**src/bmseq_pkg.sv**
```systemverilog
// Shared constants and types for the battery mode sequencer and its controller
package bmseq_pkg;

    // Operating modes
    typedef enum logic [1:0] {
        BM_MISSION  = 2'b00,
        BM_BROWNOUT = 2'b01,
        BM_DISPLAY  = 2'b10,
        BM_SLEEP    = 2'b11
    } bmseq_mode_t;

    // Device register addresses on the core register port
    localparam logic [15:0] PWR_STATUS_ADDR = 16'h00F9;
    localparam logic [15:0] CTRL_ADDR       = 16'h28B2;
    localparam logic [15:0] CAUSE_ADDR      = 16'h28B3;
    localparam logic [15:0] CLOCK_GEN_CONFIG_ADDR       = 16'h2200;

    // Control register fields and reset values
    localparam int unsigned CTRL_SLEEP_BIT = 7;
    localparam int unsigned CTRL_DISP_BIT  = 6;
    localparam int unsigned CTRL_CE_BIT    = 0;
    localparam logic [7:0]  CTRL_RST       = 8'h01;
    localparam logic [7:0]  CLOCK_GEN_CONFIG_RST       = 8'h10;
    localparam logic [7:0]  CLOCK_GEN_CONFIG_SLOW      = 8'h24;
    localparam int unsigned CLOCK_GEN_CONFIG_FAST_BIT  = 4;

    // Power status codes
    localparam logic [2:0] PS_GOOD     = 3'h0;
    localparam logic [2:0] PS_LOW      = 3'h1;
    localparam logic [2:0] PS_BAT_OK   = 3'h2;
    localparam logic [2:0] PS_BAT_MARG = 3'h3;

    // Pin vector positions; wake cause bits use the low seven
    localparam int unsigned IN_W    = 10;
    localparam int unsigned IX_MAIN = 9;
    localparam int unsigned IX_CORE = 8;
    localparam int unsigned IX_LOCK = 7;
    localparam int unsigned WAKE_W  = 7;

    // Controller APB register offsets
    localparam logic [11:0] OFF_CMD   = 12'h000;
    localparam logic [11:0] OFF_STAT  = 12'h004;
    localparam logic [11:0] OFF_ISTAT = 12'h008;
    localparam logic [11:0] OFF_IMASK = 12'h00C;

    // Command bits and pending operation slots
    localparam int unsigned CMD_DISP  = 0;
    localparam int unsigned CMD_SLEEP = 1;
    localparam int unsigned CMD_SLOW  = 2;
    localparam int unsigned CMD_SRST  = 3;
    localparam int unsigned CMD_CEOFF = 4;
    localparam int unsigned OP_W      = 5;
    localparam int unsigned OP_CTRL   = 0;
    localparam int unsigned OP_CLOCK_GEN_CONFIG   = 1;
    localparam int unsigned OP_SRST   = 2;
    localparam int unsigned OP_STAT   = 3;
    localparam int unsigned OP_CAUSE  = 4;

endpackage

```
**src/bmseq_if.sv**
```systemverilog
// Core register port between the sequencer and the microcontroller side
interface bmseq_if;
    logic [15:0] reg_addr;
    logic        reg_wr;
    logic        reg_rd;
    logic [7:0]  reg_wdata;
    logic        soft_rst;
    logic [7:0]  reg_rdata;
    logic        reg_rvalid;
    logic        irq;

    modport dev (
        input  reg_addr, reg_wr, reg_rd, reg_wdata, soft_rst,
        output reg_rdata, reg_rvalid, irq
    );

    modport host (
        output reg_addr, reg_wr, reg_rd, reg_wdata, soft_rst,
        input  reg_rdata, reg_rvalid, irq
    );
endinterface

```
**src/bmseq_dev.sv**
```systemverilog
// Battery mode sequencer: supply tracking, mode machine and core registers
// Notes on behaviour
// - Supply present and PLL locked gives mission
// - Mission only with supply; battery modes without it, or sleep from mission
// - Supply below threshold clears supply good flag
// - Then battery power, interrupt, status field update
// - Mission to brownout never restarts the processor
// - Brownout plus request bit enters display/sleep
// - Compute engine runs in brownout until stopped
// - Brownout keeps PLL setting; software may slow
// - Supply return: mission, main power, interrupt
// - Software soft reset after mission return
// - Wake on battery lands in brownout only
// - Listed wake events return to brownout
// - Wake cause kept in readable register
// - NV RAM always kept; volatile RAM mission/brownout
// - Display mode PLL runs only with boost
// - Leaving display restarts processor, resets config
// - Status codes 000, 001, 010, 011
module bmseq_dev (
    // Clock and reset
    input  wire logic                    clk_i,
    input  wire logic                    rst_n_i,
    // Core register port
    bmseq_if.dev                         bus,
    // Comparator, lock and wake pins (asynchronous)
    input  wire logic                    main_above_3v0_i,
    input  wire logic                    core_ok_i,
    input  wire logic                    pll_lock_i,
    input  wire logic                    pushbutton_input_i,
    input  wire logic                    wake_segment_pin_a_i,
    input  wire logic                    wake_segment_pin_b_i,
    input  wire logic                    wake_segment_pin_c_i,
    input  wire logic                    rx_i,
    input  wire logic                    optical_receive_pin_i,
    input  wire logic                    wake_timer_i,
    // Display boost setting from the display block
    input  wire logic                    boost_en_i,
    // Mode and power controls
    output bmseq_pkg::bmseq_mode_t       mode_o,
    output logic                         battery_sel_o,
    output logic                         cpu_restart_o,
    output logic                         ce_run_o,
    output logic                         pll_run_o,
    output logic                         pll_fast_o,
    output logic [2:0]                   cpu_div_o,
    output logic                         vram_keep_o,
    output logic                         nvram_keep_o
);
    import bmseq_pkg::*;

    typedef struct packed {
        logic [IN_W-1:0]   s1;
        logic [IN_W-1:0]   s2;
        logic [IN_W-1:0]   s3;
        bmseq_mode_t       mode;
        logic              batt;
        logic              irq;
        logic              restart;
        logic              ce_run;
        logic              pll_run;
        logic              vram;
        logic              nvram;
        logic [7:0]        ctrl;
        logic [7:0]        clock_gen_config;
        logic [WAKE_W-1:0] cause;
        logic [7:0]        rdata;
        logic              rvalid;
    } bmseq_dev_st_t;

    localparam bmseq_dev_st_t ST_RST = '{
        s1: '0, s2: '0, s3: '0, mode: BM_BROWNOUT, batt: 1'b1,
        irq: 1'b0, restart: 1'b0, ce_run: 1'b0, pll_run: 1'b1,
        vram: 1'b1, nvram: 1'b1, ctrl: CTRL_RST, clock_gen_config: CLOCK_GEN_CONFIG_RST,
        cause: '0, rdata: '0, rvalid: 1'b0
    };

    bmseq_dev_st_t s_r;
    bmseq_dev_st_t s_nxt;

    // Power status code from supply, core level and mode
    function automatic logic [2:0] pstat(input logic good, input logic core,
                                         input bmseq_mode_t m);
        if (good) begin
            pstat = PS_GOOD;
        end else if (m == BM_MISSION) begin
            pstat = PS_LOW;
        end else if (core) begin
            pstat = PS_BAT_OK;
        end else begin
            pstat = PS_BAT_MARG;
        end
    endfunction

    logic [IN_W-1:0]   pins;
    logic              good;
    logic              lock;
    logic [WAKE_W-1:0] rise;
    logic [WAKE_W-1:0] wake_ev;

    // Pin vector: comparators and PLL lock high, then wake sources low
    assign pins = {main_above_3v0_i, core_ok_i, pll_lock_i, pushbutton_input_i,
                   wake_segment_pin_a_i, wake_segment_pin_b_i,
                   wake_segment_pin_c_i, rx_i, optical_receive_pin_i,
                   wake_timer_i};

    // Second synchroniser stage feeds all logic; third holds last value
    assign good    = s_r.s2[IX_MAIN];
    assign lock    = s_r.s2[IX_LOCK];
    assign rise    = s_r.s2[WAKE_W-1:0] & ~s_r.s3[WAKE_W-1:0];
    // Serial lines wake on any edge, the others on a rising edge
    assign wake_ev = {rise[6:3],
                      s_r.s2[2:1] ^ s_r.s3[2:1],
                      rise[0]};

    // Next state: registers, mode machine and derived controls
    always_comb begin
        s_nxt         = s_r;
        s_nxt.s1      = pins;
        s_nxt.s2      = s_r.s1;
        s_nxt.s3      = s_r.s2;
        s_nxt.irq     = 1'b0;
        s_nxt.restart = 1'b0;
        s_nxt.rvalid  = 1'b0;
        s_nxt.nvram   = 1'b1;

        // Register writes from the core
        if (bus.reg_wr) begin
            if (bus.reg_addr == CTRL_ADDR) begin
                s_nxt.ctrl = bus.reg_wdata;
            end else if (bus.reg_addr == CLOCK_GEN_CONFIG_ADDR) begin
                s_nxt.clock_gen_config = bus.reg_wdata;
            end
        end

        // Register reads answer on the next cycle; cause clears on read
        if (bus.reg_rd) begin
            s_nxt.rvalid = 1'b1;
            if (bus.reg_addr == PWR_STATUS_ADDR) begin
                s_nxt.rdata = {5'h00, pstat(good, s_r.s2[IX_CORE], s_r.mode)};
            end else if (bus.reg_addr == CTRL_ADDR) begin
                s_nxt.rdata = s_r.ctrl;
            end else if (bus.reg_addr == CLOCK_GEN_CONFIG_ADDR) begin
                s_nxt.rdata = s_r.clock_gen_config;
            end else if (bus.reg_addr == CAUSE_ADDR) begin
                s_nxt.rdata = {1'b0, s_r.cause};
                s_nxt.cause = '0;
            end else begin
                s_nxt.rdata = 8'h00;
            end
        end

        // Soft reset from software restores volatile settings
        if (bus.soft_rst) begin
            s_nxt.ctrl = CTRL_RST;
            s_nxt.clock_gen_config = CLOCK_GEN_CONFIG_RST;
        end

        // Mode machine
        unique case (s_r.mode)
            BM_MISSION: begin
                if (!good) begin
                    // Processor keeps running across this change
                    s_nxt.mode = BM_BROWNOUT;
                    s_nxt.batt = 1'b1;
                    s_nxt.irq  = 1'b1;
                end else if (s_r.ctrl[CTRL_SLEEP_BIT]) begin
                    // Sleep with supply present: wake follows at once
                    s_nxt.mode                 = BM_SLEEP;
                    s_nxt.ctrl[CTRL_SLEEP_BIT] = 1'b0;
                end
                // Display request only counts from brownout
                s_nxt.ctrl[CTRL_DISP_BIT] = 1'b0;
            end
            BM_BROWNOUT: begin
                if (good && lock) begin
                    s_nxt.mode = BM_MISSION;
                    s_nxt.batt = 1'b0;
                    s_nxt.irq  = 1'b1;
                end else if (s_r.ctrl[CTRL_SLEEP_BIT]) begin
                    s_nxt.mode                 = BM_SLEEP;
                    s_nxt.ctrl[CTRL_SLEEP_BIT] = 1'b0;
                    s_nxt.ctrl[CTRL_DISP_BIT]  = 1'b0;
                end else if (s_r.ctrl[CTRL_DISP_BIT]) begin
                    s_nxt.mode                = BM_DISPLAY;
                    s_nxt.ctrl[CTRL_DISP_BIT] = 1'b0;
                end
            end
            BM_DISPLAY, BM_SLEEP: begin
                if (good && lock) begin
                    // Supply return wins over a coincident wake
                    s_nxt.mode    = BM_MISSION;
                    s_nxt.batt    = 1'b0;
                    s_nxt.irq     = 1'b1;
                    s_nxt.restart = 1'b1;
                    s_nxt.ctrl    = CTRL_RST;
                    s_nxt.clock_gen_config    = CLOCK_GEN_CONFIG_RST;
                end else if (|wake_ev) begin
                    s_nxt.mode    = BM_BROWNOUT;
                    s_nxt.cause   = s_nxt.cause | wake_ev;
                    s_nxt.restart = 1'b1;
                    s_nxt.ctrl    = CTRL_RST;
                    s_nxt.clock_gen_config    = CLOCK_GEN_CONFIG_RST;
                end
            end
        endcase

        // Power controls follow the next mode
        s_nxt.ce_run = (s_nxt.mode == BM_MISSION || s_nxt.mode == BM_BROWNOUT)
                       && s_nxt.ctrl[CTRL_CE_BIT];
        s_nxt.vram   = (s_nxt.mode == BM_MISSION || s_nxt.mode == BM_BROWNOUT);
        unique case (s_nxt.mode)
            BM_DISPLAY: s_nxt.pll_run = boost_en_i;
            BM_SLEEP:   s_nxt.pll_run = 1'b0;
            BM_MISSION, BM_BROWNOUT: s_nxt.pll_run = 1'b1;
        endcase
    end

    // State register
    always_ff @(posedge clk_i) begin
        if (!rst_n_i) begin
            s_r <= ST_RST;
        end else begin
            s_r <= s_nxt;
        end
    end

    // Outputs straight from the state register
    assign bus.reg_rdata  = s_r.rdata;
    assign bus.reg_rvalid = s_r.rvalid;
    assign bus.irq        = s_r.irq;
    assign mode_o         = s_r.mode;
    assign battery_sel_o  = s_r.batt;
    assign cpu_restart_o  = s_r.restart;
    assign ce_run_o       = s_r.ce_run;
    assign pll_run_o      = s_r.pll_run;
    assign pll_fast_o     = s_r.clock_gen_config[CLOCK_GEN_CONFIG_FAST_BIT];
    assign cpu_div_o      = s_r.clock_gen_config[2:0];
    assign vram_keep_o    = s_r.vram;
    assign nvram_keep_o   = s_r.nvram;

endmodule

```
**src/flat_wrapper.sv**
```systemverilog
// flat-port wrapper written by rule: the top's interface ports become plain ports
module bmseq_dev_flat import bmseq_pkg::*;
  (clk_i, rst_n_i, main_above_3v0_i, core_ok_i, pll_lock_i, pushbutton_input_i, wake_segment_pin_a_i, wake_segment_pin_b_i, wake_segment_pin_c_i, rx_i, optical_receive_pin_i, wake_timer_i, boost_en_i, mode_o, battery_sel_o, cpu_restart_o, ce_run_o, pll_run_o, pll_fast_o, cpu_div_o, vram_keep_o, nvram_keep_o, bus_reg_addr, bus_reg_wr, bus_reg_rd, bus_reg_wdata, bus_soft_rst, bus_reg_rdata, bus_reg_rvalid, bus_irq);
  bmseq_if bus_i ();
  input  wire logic clk_i;
  input  wire logic rst_n_i;
  input  wire logic main_above_3v0_i;
  input  wire logic core_ok_i;
  input  wire logic pll_lock_i;
  input  wire logic pushbutton_input_i;
  input  wire logic wake_segment_pin_a_i;
  input  wire logic wake_segment_pin_b_i;
  input  wire logic wake_segment_pin_c_i;
  input  wire logic rx_i;
  input  wire logic optical_receive_pin_i;
  input  wire logic wake_timer_i;
  input  wire logic boost_en_i;
  output bmseq_pkg::bmseq_mode_t mode_o;
  output logic battery_sel_o;
  output logic cpu_restart_o;
  output logic ce_run_o;
  output logic pll_run_o;
  output logic pll_fast_o;
  output logic [2:0] cpu_div_o;
  output logic vram_keep_o;
  output logic nvram_keep_o;
  input wire logic [$bits(bus_i.reg_addr)-1:0] bus_reg_addr;
  input wire logic [$bits(bus_i.reg_wr)-1:0] bus_reg_wr;
  input wire logic [$bits(bus_i.reg_rd)-1:0] bus_reg_rd;
  input wire logic [$bits(bus_i.reg_wdata)-1:0] bus_reg_wdata;
  input wire logic [$bits(bus_i.soft_rst)-1:0] bus_soft_rst;
  output wire logic [$bits(bus_i.reg_rdata)-1:0] bus_reg_rdata;
  output wire logic [$bits(bus_i.reg_rvalid)-1:0] bus_reg_rvalid;
  output wire logic [$bits(bus_i.irq)-1:0] bus_irq;
  assign bus_i.reg_addr = bus_reg_addr;
  assign bus_i.reg_wr = bus_reg_wr;
  assign bus_i.reg_rd = bus_reg_rd;
  assign bus_i.reg_wdata = bus_reg_wdata;
  assign bus_i.soft_rst = bus_soft_rst;
  assign bus_reg_rdata = bus_i.reg_rdata;
  assign bus_reg_rvalid = bus_i.reg_rvalid;
  assign bus_irq = bus_i.irq;
  bmseq_dev u_core (.clk_i(clk_i), .rst_n_i(rst_n_i), .bus(bus_i), .main_above_3v0_i(main_above_3v0_i), .core_ok_i(core_ok_i), .pll_lock_i(pll_lock_i), .pushbutton_input_i(pushbutton_input_i), .wake_segment_pin_a_i(wake_segment_pin_a_i), .wake_segment_pin_b_i(wake_segment_pin_b_i), .wake_segment_pin_c_i(wake_segment_pin_c_i), .rx_i(rx_i), .optical_receive_pin_i(optical_receive_pin_i), .wake_timer_i(wake_timer_i), .boost_en_i(boost_en_i), .mode_o(mode_o), .battery_sel_o(battery_sel_o), .cpu_restart_o(cpu_restart_o), .ce_run_o(ce_run_o), .pll_run_o(pll_run_o), .pll_fast_o(pll_fast_o), .cpu_div_o(cpu_div_o), .vram_keep_o(vram_keep_o), .nvram_keep_o(nvram_keep_o));
endmodule
```
**config.mk**
```make
export PLATFORM = sky130hd
export DESIGN_NAME = bmseq_dev_flat
export DESIGN_NICKNAME = d
export VERILOG_FILES = /design/src/bmseq_pkg.sv /design/src/bmseq_if.sv /design/src/bmseq_dev.sv /design/src/flat_wrapper.sv
export SDC_FILE = /design/constraint.sdc
export NUM_CORES = 1
export LEC_CHECK = 0
export ABC_AREA = 0
export CORE_MARGIN = 8
export CORE_UTILIZATION = 24
export DETAILED_ROUTE_END_ITERATION = 7
export DONT_BUFFER_PORTS = 1
export GPL_TIMING_DRIVEN = 0
export PLACE_DENSITY = 0.38
export SETUP_SLACK_MARGIN = 0.05
export SLEW_MARGIN = 0
export SYNTH_ARGS = -nofsm -noshare
export SYNTH_HDL_FRONTEND = slang
export SYNTH_SLANG_ARGS = --single-unit
```
**constraint.sdc**
```tcl
create_clock -name clk_i -period 3.7 [get_ports clk_i]
set_input_delay 0.74 -clock clk_i [delete_from_list [all_inputs] [get_ports clk_i]]
set_output_delay 0.74 -clock clk_i [all_outputs]
set_load 0.05 [all_outputs]
```
==> metrics, run 1 <==
total cell area at the placement stage 2870 µm²; clock latency on the worst-skew pair 0.35 ns; number of buffers on the longest clock path 2; Max rail drop VDD 0.213 mV; setup repair bufs after CTS 0; post-route minimum period 2.53 ns; average instance area after synthesis 9.72 µm²; Worst Path Class, Setup primary input to register; data arrival time at the worst-slack endpoint 2.80 ns; initial antenna violation count 0; hold_buf cts 0; tightest slew margin relative to the limit 0.278; num rows 38; CTS tree done; die area 14900 µm²; overall die width 122 µm; synth warn 0; leakage component of the power 1.15 nW; Avg WL per Cell 16.1 µm; worst-path maximum fanout 7; number of I/O port buffers 0; Core Region 10900 µm²; first-pass GRT wire length 10900 µm; PD cells 474 nW/µm²; total of max-cap violations 0; diode count 0; Filler Cell Count 1166; cell count after synthesis 277; number of stages on the worst hold path 1; outcome finished clean; Final Cycle Share 0.685; number of instances resized during post-cts repair 0; post-layout net count 328; Reg2Reg Depth 7; GR Util met2 0.141; Setup crit start kind primary input; antenna-violating nets left 0; share of layout cells above drive strength 1 0.147; clock slew seen by the registers of the worst setup and hold paths 0.08 ns; pin count of the biggest net entering global routing 15; placer's final routability congestion estimate 0.746; Post-route DRC 0; final global-route overflow total 0; synth unique cells 48; unrepaired setup endpoints after global routing no; post-detail-place hpwl 5330 µm; endpoint required time on the critical path 3.96 ns; top flip-flop cell by instance count after synthesis sky130_fd_sc_hd__dfxtp_1; GR Util All Layers 0.0976; Worst setup EP type register; sequential cell area fraction in the yosys report 0.498; Die Height 122 µm; worst slew pin tran 1.07 ns; number of H-tree levels 3; vias in the first global route 1963; endpoints failing hold 0; Cell Area, Synth 2690 µm²; number of primary I/O pins 62; Clk Tree Root Cell sky130_fd_sc_hd__clkbuf_8; highest-utilization routing layer at the global route stage met2; count of flip-flops with a built-in enable after synthesis 0; fraction of synthesis flops using an asynchronous set or reset pin 0; final setup violation count 0; total nets after synthesis 317; Vias/cell 4.42; DRT iter0 DRCs 122; Pre-Repair DR Iteration Count 4; clock sinks 67; total number of vias 1914; class of the tightest hold or removal check register to register; final instance area 3070 µm²; area delta synth->final 14.2%; Starting Density 0.247; Highest Clock Rate 395 MHz; Pins Over Slew Limit 0; met3 Use GR 0.0509; TNS Setup 0 ns; number of synthesized register bits 67; drt total wl 6950 µm; GR met1 Demand/Resource 0.120; total CTS buffers 9; Clock Skew 0.0151 ns
## worst paths after layout
kind,slack [ns],end,startpoint
max reg2reg,1.23,u_core.cpu_div_o[0],u_core.s_nxt[44]
min reg2reg,0.44,u_core.s_nxt[44],u_core.s_nxt[54]
max,1.17,u_core.bus.reg_rdata[6],bus_reg_addr[8]
min,0.44,u_core.s_nxt[44],u_core.s_nxt[54]
## power breakdown
group	internal, mW	switching, mW	total (mW)
clock	0.322	0.312	0.634
sequential	0.737	0.0110	0.748
combinational	0.0268	0.0463	0.0731
## flip-flops by register name, indices dropped and copies added, names as in the netlist, 2 cells and up
name / flops
u_core.mode_o: 2
u_core.s_nxt: 18
u_core.s_r: 26
u_core.bus.reg_rdata: 8
u_core.cpu_div_o: 3
## Yosys cell counts (3+ instances only)
cell type	instances	area, µm²
sky130_fd_sc_hd__nand3_1	3	15.0
sky130_fd_sc_hd__o21ai_0	9	45.0
sky130_fd_sc_hd__dfxtp_1	67	1340
sky130_fd_sc_hd__a21oi_1	8	40.0
sky130_fd_sc_hd__a211oi_1	5	37.5
sky130_fd_sc_hd__nor2_1	28	105
sky130_fd_sc_hd__nand2_1	10	37.5
sky130_fd_sc_hd__clkbuf_1	10	37.5
sky130_fd_sc_hd__nor2b_1	15	93.8
sky130_fd_sc_hd__a22oi_1	12	90.1
sky130_fd_sc_hd__nor4_1	3	18.8
sky130_fd_sc_hd__nor3_1	5	25.0
sky130_fd_sc_hd__and2_1	29	181
sky130_fd_sc_hd__inv_1	5	18.8
sky130_fd_sc_hd__mux2i_1	14	140
sky130_fd_sc_hd__buf_4	14	105
sky130_fd_sc_hd__a31oi_1	4	25.0
## critical path: stages
cell and delay, ns:
sky130_fd_sc_hd__or4_4 0.52, sky130_fd_sc_hd__buf_6 0.15, sky130_fd_sc_hd__nor3_1 0.85, sky130_fd_sc_hd__a22oi_1 0.27, sky130_fd_sc_hd__a211oi_1 0.27
## per-layer routing
| layer | vias to the layer above | wire length [µm] |
|---|---|---|
| met3 | 9 | 842 |
| met5 | - | 0 |
| li1 | 974 | - |
| met1 | 856 | 3150 |
| met2 | 75 | 2870 |
| met4 | 0 | 91 |
## placed cells by master, fill, tap and decap left out, types with 2 or more instances in the layout
| cell | instances |
|---|---|
| sky130_fd_sc_hd__a22oi_1 | 12 |
| sky130_fd_sc_hd__and2_1 | 29 |
| sky130_fd_sc_hd__dfxtp_1 | 67 |
| sky130_fd_sc_hd__clkbuf_8 | 9 |
| sky130_fd_sc_hd__nor2b_1 | 15 |
| sky130_fd_sc_hd__xor2_1 | 2 |
| sky130_fd_sc_hd__nand4b_1 | 2 |
| sky130_fd_sc_hd__clkbuf_1 | 10 |
| sky130_fd_sc_hd__clkinvlp_4 | 2 |
| sky130_fd_sc_hd__nand3_1 | 3 |
| sky130_fd_sc_hd__a31oi_1 | 4 |
| sky130_fd_sc_hd__buf_4 | 14 |
| sky130_fd_sc_hd__a211oi_1 | 5 |
| sky130_fd_sc_hd__mux2i_1 | 14 |
| sky130_fd_sc_hd__a21oi_1 | 8 |
| sky130_fd_sc_hd__nand2b_1 | 2 |
| sky130_fd_sc_hd__or4b_2 | 2 |
| sky130_fd_sc_hd__a222oi_1 | 2 |
| sky130_fd_sc_hd__nand2_1 | 10 |
| sky130_fd_sc_hd__o21ai_0 | 9 |
| sky130_fd_sc_hd__nor4_1 | 3 |
| sky130_fd_sc_hd__inv_6 | 3 |
| sky130_fd_sc_hd__nor2_1 | 28 |
| sky130_fd_sc_hd__nor3_1 | 5 |
| sky130_fd_sc_hd__inv_1 | 5 |
## cells by family (layout without fill, tap and decap cells)
family,count (synthesis),in the layout,synth area share
compound gates,47,47,0.118
xor+xnor,2,2,0.00651
buf+inv,30,46,0.0642
flops,67,67,0.498
mux,16,16,0.0618
other cells,1,1,0.00139
simple gates,114,114,0.250
## through the flow
| step | power [mW] | hold WS (ns) | instances | utilization | setup slack [ns] |
|---|---|---|---|---|---|
| after floorplan | 0.823 | 0.412 | 277 | - | 1.03 |
| after global placement | 0.840 | 0.420 | 417 | 0.263 | 0.798 |
| after detailed placement | 0.840 | 0.418 | 417 | 0.263 | 0.832 |
| after CTS | 1.48 | 0.440 | 433 | 0.282 | 1.18 |
| after global routing | 1.52 | 0.456 | 433 | 0.282 | 0.998 |
| final | 1.46 | 0.437 | 433 | 0.282 | 1.17 |
## final cells by class
cell class / count / area [µm²] / area share
plain buffers: 25 / 154 / 0.0501
well taps: 140 / 175 / 0.0570
inverters: 5 / 18.8 / 0.00611
flip-flops and latches: 67 / 1340 / 0.436
multi-input cells: 180 / 1180 / 0.383
clock buffers: 9 / 124 / 0.0403
clock inverters: 7 / 82.6 / 0.0269
Power figures use the tool's default switching activity.
==> run 2: changes to the inputs <==
- clock period: 3.7 -> 2.5 ns (I/O delays scaled with it)
==> metrics, run 2 (synthesized netlist as in run 1, its figures left out) <==
outcome finished clean; clock sinks 67 (unchanged); endpoint of the worst register-to-register path u_core.cpu_div_o[0]; Setup crit start kind primary input; worst slew pin tran 0.921 ns (-0.153 ns); final instance area 3090 µm² (+0.41%); drt total wl 7000 µm (+0.66%); total cell area at the placement stage 2870 µm² (unchanged); vias in the first global route 1963 (unchanged); worst hold margin 0.252 ns (-0.184 ns); Filler Cell Count 1166 (unchanged); total CTS buffers 9 (unchanged); list of cells traversed by the critical path or4_4 > buf_6 > nor4_4 > nand2_4 > mux2_4 > o311a_1; diode count 0 (unchanged); Core Region 10900 µm² (unchanged); crit-path leading delay family simple AND/OR/NAND/NOR gates; commonest non-fill, non-tap cell in the layout sky130_fd_sc_hd__dfxtp_1; Reg2Reg Depth 7 (unchanged); area delta synth->final 14.6%; PD cells 698 nW/µm² (+47%); number of H-tree levels 3 (unchanged); launch point of the worst hold path boost_en_i; tightest slew margin relative to the limit 0.382 (+0.104); highest-utilization routing layer at the global route stage met2; num rows 38 (unchanged); Vias/cell 4.42 (about the same); post-route minimum period 2.28 ns; placer's final routability congestion estimate 0.746 (unchanged); total number of vias 1915 (+0.052%); worst-path maximum fanout 8 (+1); die area 14900 µm² (unchanged); delay of the slowest cell on the worst path 0.52 ns (-0.33 ns); met3 Use GR 0.0509 (unchanged); Worst Path Class, Setup primary input to register; Post-route DRC 0 (unchanged); post-detail-place hpwl 5330 µm (unchanged); Clk Tree Root Cell sky130_fd_sc_hd__clkbuf_8; Starting Density 0.247 (unchanged); number of primary I/O pins 62 (unchanged); most frequent cells in the layout 67 x sky130_fd_sc_hd__dfxtp_1, 29 x sky130_fd_sc_hd__and2_1, 28 x sky130_fd_sc_hd__nor2_1, 15 x sky130_fd_sc_hd__nor2b_1; total of max-cap violations 0 (unchanged); initial antenna violation count 0 (unchanged); first-pass GRT wire length 10900 µm (unchanged); final global-route overflow total 0 (unchanged); endpoints failing hold 0 (unchanged); Multi-input gate area 1190 µm² (+0.96%); endpoint required time on the critical path 2.73 ns (-1.23 ns); Highest Clock Rate 439 MHz; number of buffers on the longest clock path 2 (unchanged); unrepaired setup endpoints after global routing no; CTS tree done; final setup violation count 0 (unchanged); number of stages on the worst hold path 1 (unchanged); GR met1 Demand/Resource 0.120 (unchanged); clock slew seen by the registers of the worst setup and hold paths 0.09 ns (about the same); total number of cells along the worst setup path 6 (+1); pin count of the biggest net entering global routing 15 (unchanged); overall die width 122 µm (unchanged); WP buf/inv 1 (unchanged); Pre-Repair DR Iteration Count 4 (unchanged); Die Height 122 µm (unchanged); number of I/O port buffers 0 (unchanged); setup repair bufs after CTS 0 (unchanged); max FFs per register 26 (unchanged); class of the tightest hold or removal check primary input to register; Clock Skew 0.0146 ns (-0.000450 ns); register-to-register path setup slack 0.31 ns (-0.92 ns); share of layout cells above drive strength 1 0.157 (+0.0102); post-layout net count 328 (unchanged); Avg WL per Cell 16.2 µm (+0.66%); antenna-violating nets left 0 (unchanged); data arrival time at the worst-slack endpoint 2.51 ns (-0.29 ns); worst hold path endpoint u_core.pll_run_o; DRT iter0 DRCs 134 (+9.8%); clock latency on the worst-skew pair 0.35 ns (about the same); Max rail drop VDD 0.316 mV (+48%); register cell area after layout 1340 µm² (unchanged); GR Util met2 0.141 (unchanged); launch instance of the worst register-to-register path u_core.s_nxt[44]; GR Util All Layers 0.0976 (unchanged); Pins Over Slew Limit 0 (unchanged); leakage component of the power 1.16 nW (+0.36%); crit path max-delay cell type sky130_fd_sc_hd__or4_4; Worst setup EP type register; Final Cycle Share 0.911; register with the most flip-flops u_core.s_r
-- run 2: cell types whose count changed in the layout (fill, tap and decap cells not counted) --
cell and delta:
sky130_fd_sc_hd__clkbuf_1 -1, sky130_fd_sc_hd__nor4_1 -1, sky130_fd_sc_hd__nor4_2 +1, sky130_fd_sc_hd__nor3_2 +1, sky130_fd_sc_hd__nor3_1 -1, sky130_fd_sc_hd__clkbuf_2 +1
-- run 2: final cells by class --
| type | instances | area share |
|---|---|---|
| well taps | 140 | 0.0568 |
| clock inverters | 7 | 0.0268 |
| flip-flops and latches | 67 | 0.435 |
| clock buffers | 9 | 0.0401 |
| plain buffers | 25 | 0.0503 |
| multi-input cells | 180 | 0.385 |
| inverters | 5 | 0.00608 |
-- run 2: metrics by stage --
stage          cells  utilization  power, mW  TNS (ns)  setup WS (ns)
3_5_place_dp     417        0.263       1.24    -0.383         -0.128
2_1_floorplan    277            -       1.22         0         0.0660
6_report         433        0.283       2.16         0          0.222
3_3_place_gp     417        0.263       1.24    -0.479         -0.162
5_1_grt          433        0.283       2.25         0          0.131
4_1_cts          433        0.283       2.19         0          0.178
-- run 2: timing repair --
action,4_1_cts,5_1_grt
hold endpoints to repair,0,0
hold buffers,0,0
resized for setup,1,3
setup endpoints to repair,10,12
-- run 2: routing by layer --
layer / share of wire / wire length, µm
met5: 0 / 0
met4: 0.013 / 88
met2: 0.41 / 2900
met1: 0.46 / 3210
met3: 0.12 / 805
-- run 2: power breakdown --
group          internal [mW]  total [mW]  leakage (nW)  switching [mW]
logic                 0.0405       0.110         0.514          0.0696
registers               1.09        1.11         0.547          0.0162
clock network          0.477       0.938        0.0988           0.460
-- run 2: worst max path at each step --
| stage | start | endpoint | slack [ns] |
|---|---|---|---|
| 3_5_place_dp | bus_reg_addr[8] | u_core.ce_run_o | -0.13 |
| 2_1_floorplan | bus_reg_addr[8] | u_core.ce_run_o | 0.07 |
| 5_1_grt | bus_reg_addr[8] | u_core.ce_run_o | 0.13 |
| 6_report | bus_reg_addr[8] | u_core.ce_run_o | 0.22 |
| 4_1_cts | u_core.s_nxt[43] | u_core.cpu_div_o[0] | 0.18 |
| 3_3_place_gp | bus_reg_addr[8] | u_core.ce_run_o | -0.16 |
